File: src/rtl/dbprs_pkg.sv
/*
  Shared constants and carrier types for the dead-band / pseudo-random block.
  Assumes a single 250 MHz clock and a synchronous active-high reset.
*/
package dbprs_pkg;
  localparam int          DATA_W         = 8;
  localparam logic [7:0]  PERIOD_RESET   = 8'h00;
  localparam logic [7:0]  POLY_RESET     = 8'h00;
  localparam logic [7:0]  SEED_RESET     = 8'h00;
  localparam int          SYS_CLK_MHZ    = 250;
  // force-low resync latency budget, in ns
  localparam int          KILL_LAT_NS    = 42;
  localparam int          KILL_SYNC_CYC  = (KILL_LAT_NS * SYS_CLK_MHZ) / 1000;
  localparam int          FIFO_DEPTH     = 32;

  typedef enum logic [1:0] {
    MODE_DEADBAND = 2'h1,
    MODE_PRS      = 2'h2
  } mode_t;

  typedef struct packed {
    logic       enable;
    logic       prs_mode;
    logic       period_wr;
    logic [7:0] period_wdata;
    logic       poly_wr;
    logic [7:0] poly_wdata;
    logic       seed_wr;
    logic [7:0] seed_wdata;
    logic       lfsr_rd;
    logic       capture_rd;
  } ctrl_t;

  typedef struct packed {
    logic       primary_phase_out;
    logic       complementary_phase_out;
    logic       chain_out;
    logic       irq;
  } outs_t;
endpackage : dbprs_pkg

File: src/rtl/deadband_prs.sv
/*
  Dead-band generator and pseudo-random sequence generator sharing one 8-bit block.
  Assumes a one-cycle tick for the selected block clock, the previous block's
  primary output as waveform input, and control bits driven as plain ports.
*/
`timescale 1ns/100ps
module deadband_prs #(
  parameter int DATA_W = dbprs_pkg::DATA_W
) (
  input  wire logic              sys_clk,
  input  wire logic              rst,
  input  wire logic              clk_tick,
  input  wire logic              wave_in,
  input  wire logic              force_low,
  input  wire logic              force_low_ext,
  input  wire logic              chain_in,
  input  wire logic              chain_fb_in,
  input  wire dbprs_pkg::ctrl_t  ctrl,
  output logic                   primary_phase_out,
  output logic                   complementary_phase_out,
  output logic                   chain_out,
  output logic                   chain_fb_out,
  output logic                   irq,
  output logic [DATA_W-1:0]      rd_data,
  output logic [DATA_W-1:0]      stream_data,
  output logic                   stream_valid,
  input  wire logic              stream_ready,
  output logic                   stream_overflow
);
  typedef enum logic [3:0] {
    ST_IDLE    = 4'h1,
    ST_DEAD_HI = 4'h2,
    ST_PRI_HI  = 4'h4,
    ST_DEAD_LO = 4'h8
  } db_state_t;

  db_state_t          state;
  logic [DATA_W-1:0]  period;
  logic [DATA_W-1:0]  counter;
  logic [DATA_W-1:0]  poly;
  logic [DATA_W-1:0]  seed;
  logic [DATA_W-1:0]  lfsr;
  logic [DATA_W-1:0]  next_lfsr;
  logic [DATA_W-1:0]  capture;
  logic               wave_d;
  logic               kill_meta;
  logic               kill_sync;
  logic               kill;
  logic               pri;
  logic               comp;
  logic               pri_d;
  logic               run;
  logic               wave_rise;
  logic               wave_fall;
  logic               ser_bit;
  logic               fifo_in_ready;
  logic [3:0]         bit_cnt;
  logic [DATA_W-1:0]  shreg;
  logic               push;
  logic [DATA_W-1:0]  len_mask;
  logic               db_gate;
  logic               next_pri_out;
  logic               next_comp_out;
  logic               next_chain_out;

  // tap selection: top set bit of the polynomial marks the length
  function automatic logic msb_of(input logic [DATA_W-1:0] p, input logic [DATA_W-1:0] v);
    logic r;
    r = 1'b0;
    for (int i = 0; i < DATA_W; i++) begin
      if (p[i]) begin
        r = v[i];
      end
    end
    return r;
  endfunction : msb_of

  // active length: every stage at or below the top set polynomial bit.
  // stages above it must stay clear, or a short sequence never meets its seed
  function automatic logic [DATA_W-1:0] span_of(input logic [DATA_W-1:0] p);
    logic [DATA_W-1:0] m;
    logic              seen;
    m    = '0;
    seen = 1'b0;
    for (int i = DATA_W-1; i >= 0; i--) begin
      seen = seen | p[i];
      m[i] = seen;
    end
    return m;
  endfunction : span_of

  assign len_mask = span_of(poly);

  assign run       = ctrl.enable;
  assign wave_rise = wave_in && !wave_d;
  assign wave_fall = !wave_in && wave_d;
  assign kill      = force_low || kill_sync;

  // feedback bit enters at bit 0 and XORs into each tapped stage
  assign ser_bit = ctrl.prs_mode ? (msb_of(poly, lfsr) ^ chain_fb_in) : 1'b0;
  always_comb begin
    next_lfsr = {lfsr[DATA_W-2:0], chain_in};
    for (int i = 1; i < DATA_W; i++) begin
      if (poly[i-1]) begin
        next_lfsr[i] = lfsr[i-1] ^ ser_bit;
      end
    end
    next_lfsr[0] = chain_in ^ ser_bit;
    next_lfsr    = next_lfsr & len_mask;
  end

  // one gate for all dead-band copies, so the chain output never leads
  // or lags the primary pin by a cycle at an input edge
  always_comb begin
    db_gate        = !kill && !wave_rise && !wave_fall;
    next_pri_out   = pri && db_gate;
    next_comp_out  = comp && !pri && db_gate;
    next_chain_out = pri && db_gate;
  end

  // two flops only; the second is the only reader of the first
  always_ff @(posedge sys_clk) begin
    if (rst) begin
      kill_meta <= 1'b0;
      kill_sync <= 1'b0;
    end else begin
      kill_meta <= force_low_ext;
      kill_sync <= kill_meta;
    end
  end

  always_ff @(posedge sys_clk) begin
    if (rst) begin
      period <= dbprs_pkg::PERIOD_RESET;
      poly   <= dbprs_pkg::POLY_RESET;
      seed   <= dbprs_pkg::SEED_RESET;
    end else begin
      if (ctrl.period_wr) begin
        period <= ctrl.period_wdata;
      end
      if (ctrl.poly_wr) begin
        poly <= ctrl.poly_wdata;
      end
      if (ctrl.seed_wr) begin
        seed <= ctrl.seed_wdata;
      end
    end
  end

  always_ff @(posedge sys_clk) begin
    if (rst) begin
      wave_d <= 1'b0;
    end else if (run && !ctrl.prs_mode) begin
      wave_d <= wave_in;
    end
  end

  // dead-band sequencer: counter reloads on every input edge
  always_ff @(posedge sys_clk) begin
    if (rst) begin
      state   <= ST_IDLE;
      counter <= dbprs_pkg::PERIOD_RESET;
      pri     <= 1'b0;
      comp    <= 1'b0;
    end else if (!run) begin
      pri  <= 1'b0;
      comp <= 1'b0;
      if (ctrl.period_wr && !ctrl.prs_mode) begin
        counter <= ctrl.period_wdata;
      end
      state <= ST_IDLE;
    end else if (!ctrl.prs_mode) begin
      if (wave_rise) begin
        comp    <= 1'b0;
        pri     <= 1'b0;
        counter <= period;
        state   <= ST_DEAD_HI;
      end else if (wave_fall) begin
        pri     <= 1'b0;
        comp    <= 1'b0;
        counter <= period;
        state   <= ST_DEAD_LO;
      end else begin
        unique case (state)
          ST_IDLE: begin
            state <= wave_in ? ST_DEAD_HI : ST_DEAD_LO;
          end
          ST_DEAD_HI: begin
            if (clk_tick) begin
              if (counter == '0) begin
                pri   <= 1'b1;
                state <= ST_PRI_HI;
              end else begin
                counter <= counter - 1'b1;
              end
            end
          end
          ST_PRI_HI: begin
            pri <= 1'b1;
          end
          ST_DEAD_LO: begin
            if (clk_tick) begin
              if (counter == '0) begin
                comp  <= 1'b1;
                state <= ST_IDLE;
              end else begin
                counter <= counter - 1'b1;
              end
            end
          end
        endcase
        if (state == ST_IDLE && !wave_in && comp) begin
          state <= ST_IDLE;
        end
      end
    end
  end

  // holds because each edge drops both phases before either rises
  always_ff @(posedge sys_clk) begin
    if (rst) begin
      primary_phase_out       <= 1'b0;
      complementary_phase_out <= 1'b0;
      chain_out               <= 1'b0;
      chain_fb_out            <= 1'b0;
      pri_d                   <= 1'b0;
      irq                     <= 1'b0;
    end else if (!run) begin
      primary_phase_out       <= 1'b0;
      complementary_phase_out <= 1'b0;
      chain_out               <= 1'b0;
      chain_fb_out            <= 1'b0;
      pri_d                   <= 1'b0;
      irq                     <= 1'b0;
    end else if (!ctrl.prs_mode) begin
      primary_phase_out       <= next_pri_out;
      complementary_phase_out <= next_comp_out;
      chain_out               <= next_chain_out;
      chain_fb_out            <= 1'b0;
      pri_d                   <= pri && !kill;
      irq                     <= pri && !kill && !pri_d;
    end else begin
      primary_phase_out       <= 1'b0;
      complementary_phase_out <= 1'b0;
      chain_fb_out            <= msb_of(poly, lfsr);
      if (clk_tick) begin
        chain_out <= msb_of(poly, next_lfsr);
        irq       <= (next_lfsr == seed);
      end else begin
        irq <= 1'b0;
      end
    end
  end

  // LFSR: seed load only while stopped, state kept across disable
  always_ff @(posedge sys_clk) begin
    if (rst) begin
      lfsr <= dbprs_pkg::SEED_RESET;
    end else if (!run) begin
      if (ctrl.seed_wr) begin
        lfsr <= ctrl.seed_wdata;
      end
    end else if (ctrl.prs_mode && clk_tick) begin
      lfsr <= next_lfsr;
    end
  end

  // read of the LFSR byte answers zero and captures for the next read
  always_ff @(posedge sys_clk) begin
    if (rst) begin
      capture <= '0;
      rd_data <= '0;
    end else begin
      if (!run && ctrl.lfsr_rd) begin
        capture <= lfsr;
        rd_data <= '0;
      end else if (!run && ctrl.capture_rd) begin
        rd_data <= capture;
      end
    end
  end

  // pack serial bits into bytes for the downstream FIFO
  assign push = run && ctrl.prs_mode && clk_tick && (bit_cnt == 4'(DATA_W-1));
  always_ff @(posedge sys_clk) begin
    if (rst) begin
      bit_cnt         <= '0;
      shreg           <= '0;
      stream_overflow <= 1'b0;
    end else if (run && ctrl.prs_mode && clk_tick) begin
      shreg   <= {shreg[DATA_W-2:0], msb_of(poly, next_lfsr)};
      bit_cnt <= (bit_cnt == 4'(DATA_W-1)) ? '0 : bit_cnt + 1'b1;
      // bytes are dropped rather than stalling the sequence, flagged sticky
      if (push && !fifo_in_ready) begin
        stream_overflow <= 1'b1;
      end
    end
  end

  sample_fifo #(
    .WIDTH (DATA_W),
    .DEPTH (dbprs_pkg::FIFO_DEPTH)
  ) u_fifo (
    .sys_clk   (sys_clk),
    .rst       (rst),
    .in_data   ({shreg[DATA_W-2:0], msb_of(poly, next_lfsr)}),
    .in_valid  (push),
    .in_ready  (fifo_in_ready),
    .out_data  (stream_data),
    .out_valid (stream_valid),
    .out_ready (stream_ready)
  );
endmodule : deadband_prs

File: src/rtl/sample_fifo.sv
/*
  Flip-flop FIFO with valid/ready on both sides.
  Assumes one clock; full and empty are exact.
*/
`timescale 1ns/100ps
module sample_fifo #(
  parameter int WIDTH = 8,
  parameter int DEPTH = 32
) (
  input  wire logic             sys_clk,
  input  wire logic             rst,
  input  wire logic [WIDTH-1:0] in_data,
  input  wire logic             in_valid,
  output logic                  in_ready,
  output logic [WIDTH-1:0]      out_data,
  output logic                  out_valid,
  input  wire logic             out_ready
);
  localparam int AW = $clog2(DEPTH);
  logic [WIDTH-1:0] mem [DEPTH];
  logic [AW-1:0]    wr_ptr;
  logic [AW-1:0]    rd_ptr;
  logic [AW:0]      count;
  logic             push;
  logic             pop;

  assign in_ready  = (count != (AW+1)'(DEPTH));
  assign out_valid = (count != '0);
  assign out_data  = mem[rd_ptr];
  assign push      = in_valid && in_ready;
  assign pop       = out_valid && out_ready;

  always_ff @(posedge sys_clk) begin
    if (push) begin
      mem[wr_ptr] <= in_data;
    end
  end

  always_ff @(posedge sys_clk) begin
    if (rst) begin
      wr_ptr <= '0;
      rd_ptr <= '0;
      count  <= '0;
    end else begin
      if (push) begin
        wr_ptr <= (wr_ptr == AW'(DEPTH-1)) ? '0 : wr_ptr + 1'b1;
      end
      if (pop) begin
        rd_ptr <= (rd_ptr == AW'(DEPTH-1)) ? '0 : rd_ptr + 1'b1;
      end
      count <= count + (AW+1)'(push) - (AW+1)'(pop);
    end
  end
endmodule : sample_fifo

File: config.mk
export PLATFORM = sky130hd
export DESIGN_NAME = deadband_prs
export DESIGN_NICKNAME = d
export VERILOG_FILES = /design/src/rtl/dbprs_pkg.sv /design/src/rtl/deadband_prs.sv /design/src/rtl/sample_fifo.sv
export SDC_FILE = /design/constraint.sdc
export NUM_CORES = 1
export LEC_CHECK = 0
export BUFFER_PORTS_ARGS = -buffer_cell sky130_fd_sc_hd__buf_2
export CAP_MARGIN = 20
export CELL_PAD_IN_SITES_DETAIL_PLACEMENT = 0
export CELL_PAD_IN_SITES_GLOBAL_PLACEMENT = 1
export CORE_ASPECT_RATIO = 1.4
export CORE_MARGIN = 1
export CORE_UTILIZATION = 40
export CTS_CLUSTER_DIAMETER = 50
export DETAILED_ROUTE_END_ITERATION = 8
export PLACE_DENSITY = 0.66
export SLEW_MARGIN = 20
export SYNTH_ARGS = -nofsm -noshare
export SYNTH_HDL_FRONTEND = slang
export SYNTH_HIERARCHICAL = 1
export SYNTH_SLANG_ARGS = --single-unit
File: constraint.sdc
create_clock -name sys_clk -period 3.9 [get_ports sys_clk]
set_clock_uncertainty 0.1 [all_clocks]
set_input_delay 0.39 -clock sys_clk [delete_from_list [all_inputs] [get_ports sys_clk]]
set_output_delay 0.39 -clock sys_clk [all_outputs]
set_load 0.1 [all_outputs]
==> flow_metrics.py, run 1 <==
metrics = {
    "cells_and_area": {
        "num-nets-final": 1321,
        "layout-drive-gt1-share": 0.160,
        "fillers": 3424,
        "area_delta_synth_final_pct": 15.4,
        "final_cell_mix": "edfxtp_1, nor2_1, mux2i_1, dfxtp_1, nand2_1",
        "layout_commonest_cell": "edfxtp_1",
        "diodes": 0,
    },
    "synthesis": {
        "synth_seq_cells": 360,
        "yosys_most_used_dff": "edfxtp_1",
        "postSynthAreaPerCell_um2": 13.3,
        "synthesis.nets": 1228,
        "synth_warnings": 6,
        "synthDistinctLibCells": 79,
        "synth_async_sr_flop_share": 0,
        "synth.largest_area_cell": "edfxtp_1",
        "synth_edf_count": 256,
        "synth_top_area_share": 0.495,
        "synth_area_um2": 15500,
        "synthCells": 1166,
        "synth.area.top_cells": "edfxtp_1, dfxtp_1, mux2i_1",
        "ys_seq_area_frac": 0.630,
    },
    "critical_path": {
        "critPathMaxFanout": 26,
        "critical_path_class": "flop to output pin",
        "crit_family": "flip-flops",
        "path_cells": "buf_4, mux4_1, a221oi_1, nand3_1, buf_2",
        "required_ns": 3.41,
        "cpMaxStageDelayCell": "dfxtp_2",
        "cp-end-kind": "output pin",
        "crit_arrival_ns": 3.15,
        "critPathLaunchType": "flop",
        "worst-path-buf-inv": 2,
        "rrSetupSlack_ns": 0.51,
        "worstReg2RegStart": "poly[1]",
        "critPathMaxStageDelay_ns": 0.81,
    },
    "place": {
        "hpwl_mm": 24.3,
        "port-buffer-count": 62,
        "dpl_worst_slack_ns": 0.523,
        "gp_congestion": 0.814,
    },
    "clock_network": {
        "cts.sinks": 360,
        "cts_setup_buffers": 0,
        "htree_levels": 2,
        "numCtsBuffers": 39,
        "cts-root-buf": "clkbuf_16",
        "clk_path_buf_depth": 3,
        "clk_pin_slew_ns": 0.06,
        "cts_tree": "built",
        "clk_latency_ns": 0.54,
    },
    "global_route": {
        "grtUsageTotal": 0.185,
        "grt_pass1_wl_mm": 55.9,
        "grt_pass1_vias": 9753,
        "grt-ovfl-total": 0,
        "grt_max_degree": 53,
        "antenna_found_initial": 0,
    },
    "timing": {
        "finalSetupViolCount": 0,
        "max_slew_margin": 0.381,
        "setup_tns_ns": 0,
        "hold_violations": 0,
        "setup_slack_ns": 0.258,
        "timing.fmax_mhz": 275,
        "worstMarginPinSlew_ns": 0.927,
        "min_period_ns": 3.64,
        "rsz0062_at_grt": "no",
        "post-route-period-util": 0.934,
        "maxSlewViolCount": 0,
    },
    "die": {
        "num_rows": 85,
        "coreArea_um2": 38400,
        "initial_core_util": 0.404,
        "ios": 63,
        "die_h_um": 235,
        "die_w_um": 168,
        "dieArea_um2": 39600,
    },
    "routing": {
        "dr.pass1.iters": 5,
        "dr_total_vias": 9594,
        "final_antenna_net_count": 0,
        "avgRoutedWirePerCell_um": 19.9,
        "drt_iter0_markers": 671,
        "vias_per_cell": 5.29,
        "drt_wl_total_mm": 36.1,
        "drc": 0,
    },
    "job": {
        "max_cap_violations": 0,
    },
    "hold_path": {
        "hold_start": "ctrl[20]",
        "hold_class": "input port to flop",
    },
    "outcome": {
        "status": "finished, final reports clean",
    },
    "pwr": {
        "p_leak_nw": 6.20,
        "total_power_mw": 9.08,
        "power_density_nw_per_um2": 507,
        "ir_drop_v": 0.000363,
    },
}
logic make-up (layout without fill, tap and decap cells):
| kind of cell | count (synthesis) | in the layout | synth area share |
|---|---|---|---|
| AOI/OAI and AO/OA | 174 | 174 | 0.0781 |
| xor gates and xnor gates | 22 | 22 | 0.0124 |
| adders and majority gates | 22 | 22 | 0.0182 |
| buffers and inverters | 92 | 216 | 0.0285 |
| DFF | 360 | 360 | 0.630 |
| muxes | 149 | 149 | 0.125 |
| and+or+nand+nor | 347 | 347 | 0.108 |
worst register-to-register path, delay by kind of cell (launching register included):
family | cells | cell delay, ns
flops | 1 | 0.53
simple gates | 2 | 0.23
compound gates | 6 | 1.93
buf+inv | 2 | 0.31
layout make-up:
class,count,area [um2],area share
Clock buffer,46,1030,0.0577
Clock inverter,26,221,0.0124
Inverter,22,82.6,0.00461
Multi-Input combinational cell,714,5310,0.296
Sequential cell,360,9780,0.546
Tap cell,522,653,0.0365
Timing Repair Buffer,122,836,0.0467
per-layer routing:
metal	GRT usage	wire, um	share of wire
met5	0	0	0
met4	0.0612	980	0.027
met3	0.0263	1210	0.033
met2	0.349	19700	0.55
met1	0.212	14200	0.39
Yosys cell counts (10+ instances only):
master	number
inv_1	19
edfxtp_1	256
mux4_2	18
nand2_1	78
mux4_1	14
a22oi_1	32
a21oi_1	47
nand3_1	43
a211oi_1	11
nor2b_1	14
clkbuf_1	43
o21ai_0	23
xnor2_1	14
nand2b_1	12
buf_2	11
ha_1	21
nor3_1	21
nor2_1	120
dfxtp_1	104
mux2i_1	115
nor4_1	10
a31oi_1	11
sequential cells by signal, summed over array words and instances (netlist names), 4 cells and up, named ones only:
signal / flops
state: 4
u_fifo/mem: 256
rd_data: 8
bit_cnt: 4
period: 8
seed: 8
u_fifo/rd_ptr: 5
counter: 8
u_fifo/count: 6
poly: 8
shreg: 7
lfsr: 8
capture: 8
u_fifo/wr_ptr: 5
path summary, 6_finish.rpt:
path              cells after the start          endpoint
hold reg to reg                       1         kill_sync
setup / recovery                      5    stream_data[7]
hold / removal                        3         period[0]
setup reg to reg                     10  u_fifo/mem[2][0]
power breakdown:
group | switching, mW | internal [mW] | total (mW)
clock network | 1.56 | 2.06 | 3.62
logic | 0.777 | 0.432 | 1.21
registers | 0.108 | 4.14 | 4.25
total | 2.44 | 6.63 | 9.08
per-stage QoR:
step / utilization / area (um2) / cells / hold WS (ns)
3_3_place_gp: 0.428 / 16500 / 1720 / 0.337
6_report: 0.466 / 17900 / 1812 / 0.0260
3_5_place_dp: 0.429 / 16500 / 1720 / 0.339
4_1_cts: 0.466 / 17900 / 1812 / 0.00307
2_1_floorplan: - / 15500 / 1166 / 0.314
5_1_grt: 0.466 / 17900 / 1812 / 0.0179
timing repair:
| item | CTS | global route |
|---|---|---|
| hold buffers | 20 | 0 |
| endpoints found under the hold margin | 19 | 0 |
| resized for setup | 0 | 0 |
(Power assumes the default switching activity.)
==> run 2: changes to the inputs <==
--- a/config.mk
+++ b/config.mk
@@ -5,6 +5,7 @@
 export SDC_FILE = /design/constraint.sdc
 export NUM_CORES = 1
 export LEC_CHECK = 0
+export ABC_AREA = 1
 export BUFFER_PORTS_ARGS = -buffer_cell sky130_fd_sc_hd__buf_2
 export CAP_MARGIN = 20
 export CELL_PAD_IN_SITES_DETAIL_PLACEMENT = 0
@@ -14,7 +15,7 @@
 export CORE_UTILIZATION = 40
 export CTS_CLUSTER_DIAMETER = 50
 export DETAILED_ROUTE_END_ITERATION = 8
-export PLACE_DENSITY = 0.66
+export PLACE_DENSITY = 0.7
 export SLEW_MARGIN = 20
 export SYNTH_ARGS = -nofsm -noshare
 export SYNTH_HDL_FRONTEND = slang
==> run 2 against run 1 <==
Compared with the run above: global-route usage increased by 0.53 points; power increased by 9.8%; final cell count increased by 22%; combinational power increased by 69%; cell area decreased by 1.6%; synthesized cell count increased by 38%; sequential power increased by 2%; core utilization decreased by 0.73 points; clock power about the same; wire length increased by 2.3%; register-to-register slack improved by 0.46 ns; largest cell class unchanged.
==> flow_metrics.py, run 2 <==
metrics = {
    "synthesis": {
        "synthDistinctLibCells": 45,
        "synth.area.top_cells": "edfxtp_1, dfxtp_1, nand2_1",
        "synth_area_um2": 15500,
        "synthCells": 1604,
        "synth_edf_count": 256,
        "synth_async_sr_flop_share": 0,
        "synth_common_cells": "nand2_1, edfxtp_1, nand3_1",
        "synthesis.nets": 1666,
        "synth_most_common_cell": "nand2_1",
        "synth_warnings": 6,
        "ys_seq_area_frac": 0.628,
        "synth_seq_cells": 360,
        "synth_top_area_share": 0.495,
        "postSynthAreaPerCell_um2": 9.69,
        "yosys_most_used_dff": "edfxtp_1",
        "synth.largest_area_cell": "edfxtp_1",
    },
    "timing": {
        "min_period_ns": 3.39,
        "finalSetupViolCount": 0,
        "rsz0062_at_grt": "no",
        "hold_violations": 0,
        "hold_ws_ns": 0.0254,
        "post-route-period-util": 0.868,
        "worstMarginPinSlew_ns": 0.852,
        "max_slew_margin": 0.430,
        "timing.fmax_mhz": 295,
        "setup_tns_ns": 0,
        "maxSlewViolCount": 0,
    },
    "die": {
        "ios": 63,
        "die_w_um": 169,
        "coreArea_um2": 38400,
        "dieArea_um2": 39700,
        "num_rows": 85,
        "die_h_um": 235,
        "initial_core_util": 0.405,
    },
    "job": {
        "max_cap_violations": 0,
    },
    "cells_and_area": {
        "fillers": 3720,
        "num-nets-final": 1728,
        "fin_area_um2": 17600,
        "area_delta_synth_final_pct": 13.4,
        "utilization": 0.459,
        "top_register": "u_fifo/mem",
        "diodes": 0,
        "layout-drive-gt1-share": 0.0992,
        "final-instance-count-excl-fill": 2216,
        "final_cell_mix": "nand2_1, edfxtp_1, nand3_1, nor2_1, dfxtp_1",
        "largest_reg_flops": 256,
        "layout_commonest_cell": "nand2_1",
    },
    "routing": {
        "dr_total_vias": 11000,
        "vias_per_cell": 4.97,
        "dr.pass1.iters": 4,
        "drc": 0,
        "drt_iter0_markers": 641,
        "final_antenna_net_count": 0,
        "avgRoutedWirePerCell_um": 16.7,
        "drt_wl_total_mm": 37.0,
    },
    "critical_path": {
        "crit_arrival_ns": 2.90,
        "path_cells": "clkinv_2, buf_4, nand2_1, nand3_1, nand3_1, nand2_1, nand2_1, nand2_1, nand2_1, nand2_1, buf_2",
        "critPathMaxStageDelay_ns": 0.50,
        "cp-end-kind": "output pin",
        "required_ns": 3.41,
        "critPathMaxFanout": 54,
        "critical_path_class": "flop to output pin",
        "critPathLaunchType": "flop",
        "cpMaxStageDelayCell": "dfxtp_4",
        "path_common_cell": "nand2_1",
        "worstReg2RegStart": "poly[0]",
    },
    "global_route": {
        "grt_pass1_vias": 11000,
        "grt_pass1_wl_mm": 58.9,
        "grt_max_degree": 75,
        "grtUsageTotal": 0.191,
        "grt-ovfl-total": 0,
        "antenna_found_initial": 0,
    },
    "clock_network": {
        "clk_path_buf_depth": 3,
        "cts.sinks": 360,
        "htree_levels": 2,
        "ctsResizeCount": 0,
        "cts_hold_buffers": 8,
        "clk_latency_ns": 0.53,
        "cts_tree": "built",
        "clk_pin_slew_ns": 0.06,
        "cts_setup_buffers": 0,
        "numCtsBuffers": 38,
        "cts-root-buf": "clkbuf_16",
    },
    "hold_path": {
        "hold_start": "ctrl[19]",
        "hold_class": "input port to flop",
    },
    "pwr": {
        "p_leak_nw": 6.84,
        "ir_drop_v": 0.000344,
        "power_density_nw_per_um2": 565,
    },
    "place": {
        "post-place-cells": 2140,
        "gp_congestion": 0.823,
        "dpl_cell_area_um2": 16300,
        "hpwl_mm": 24.1,
        "port-buffer-count": 62,
    },
    "outcome": {
        "status": "finished, final reports clean",
    },
}
-- run 2: changes by cell type in the layout (fill, tap and decap cells not counted), sizes merged, moves of 19 or more --
cell | previous run | this run
a21oi | 49 | 72
a22oi | 32 | 0
buf | 102 | 83
inv | 27 | 104
mux2i | 115 | 0
mux4 | 32 | 0
nand2 | 78 | 484
nand3 | 43 | 222
o21ai | 23 | 82
-- run 2: cell families (layout without fill, tap and decap cells) --
logic type | count (synthesis) | count (layout) | synth area share
buf+inv | 174 | 264 | 0.0506
xor+xnor | 10 | 10 | 0.00563
simple gates | 854 | 854 | 0.233
compound gates | 184 | 184 | 0.0646
flops | 360 | 360 | 0.628
fa+ha+maj | 22 | 22 | 0.0182
-- run 2: final timing paths --
kind / endpoint / cells after the start / slack (ns)
worst min register to register: kill_sync / 2 / 0.31
worst max register to register: chain_out / 19 / 0.97
worst min-delay path: poly[0] / 3 / 0.03
worst max-delay path: stream_data[1] / 11 / 0.51
-- run 2: report_power, final --
part,switching (mW),internal [mW]
logic,1.49,0.551
registers,0.123,4.20
clock network,1.48,2.12
-- run 2: final cells by class --
cell class,count,area [um2],area share
multi-input combinational,1070,4990,0.283
timing repair buffer,91,561,0.0318
tap,522,653,0.0371
inverter,105,395,0.0224
clock buffer,48,1050,0.0596
sequential,360,9780,0.555
clock inverter,20,203,0.0115
-- run 2: layer usage --
metal  vias up  GRT usage  wire (um)
met5         -          0          0
met4         0     0.0645       1040
met3        61     0.0274       1310
met2       198      0.350      19300
met1      5174      0.226      15300
li1       5575          -          -
-- run 2: through the flow --
step                      setup slack [ns]  power [mW]
after floorplan                      0.214        6.00
after global placement               0.881        6.45
after detailed placement             0.897        6.47
after CTS                            0.447        10.1
after global routing                 0.269        10.5
final                                0.514        9.96
-- run 2: critical path: cells and delay by family (launching register included) --
kind	cells	cell delay, ns
flops	1	0.50
buf+inv	3	1.05
simple gates	8	0.78
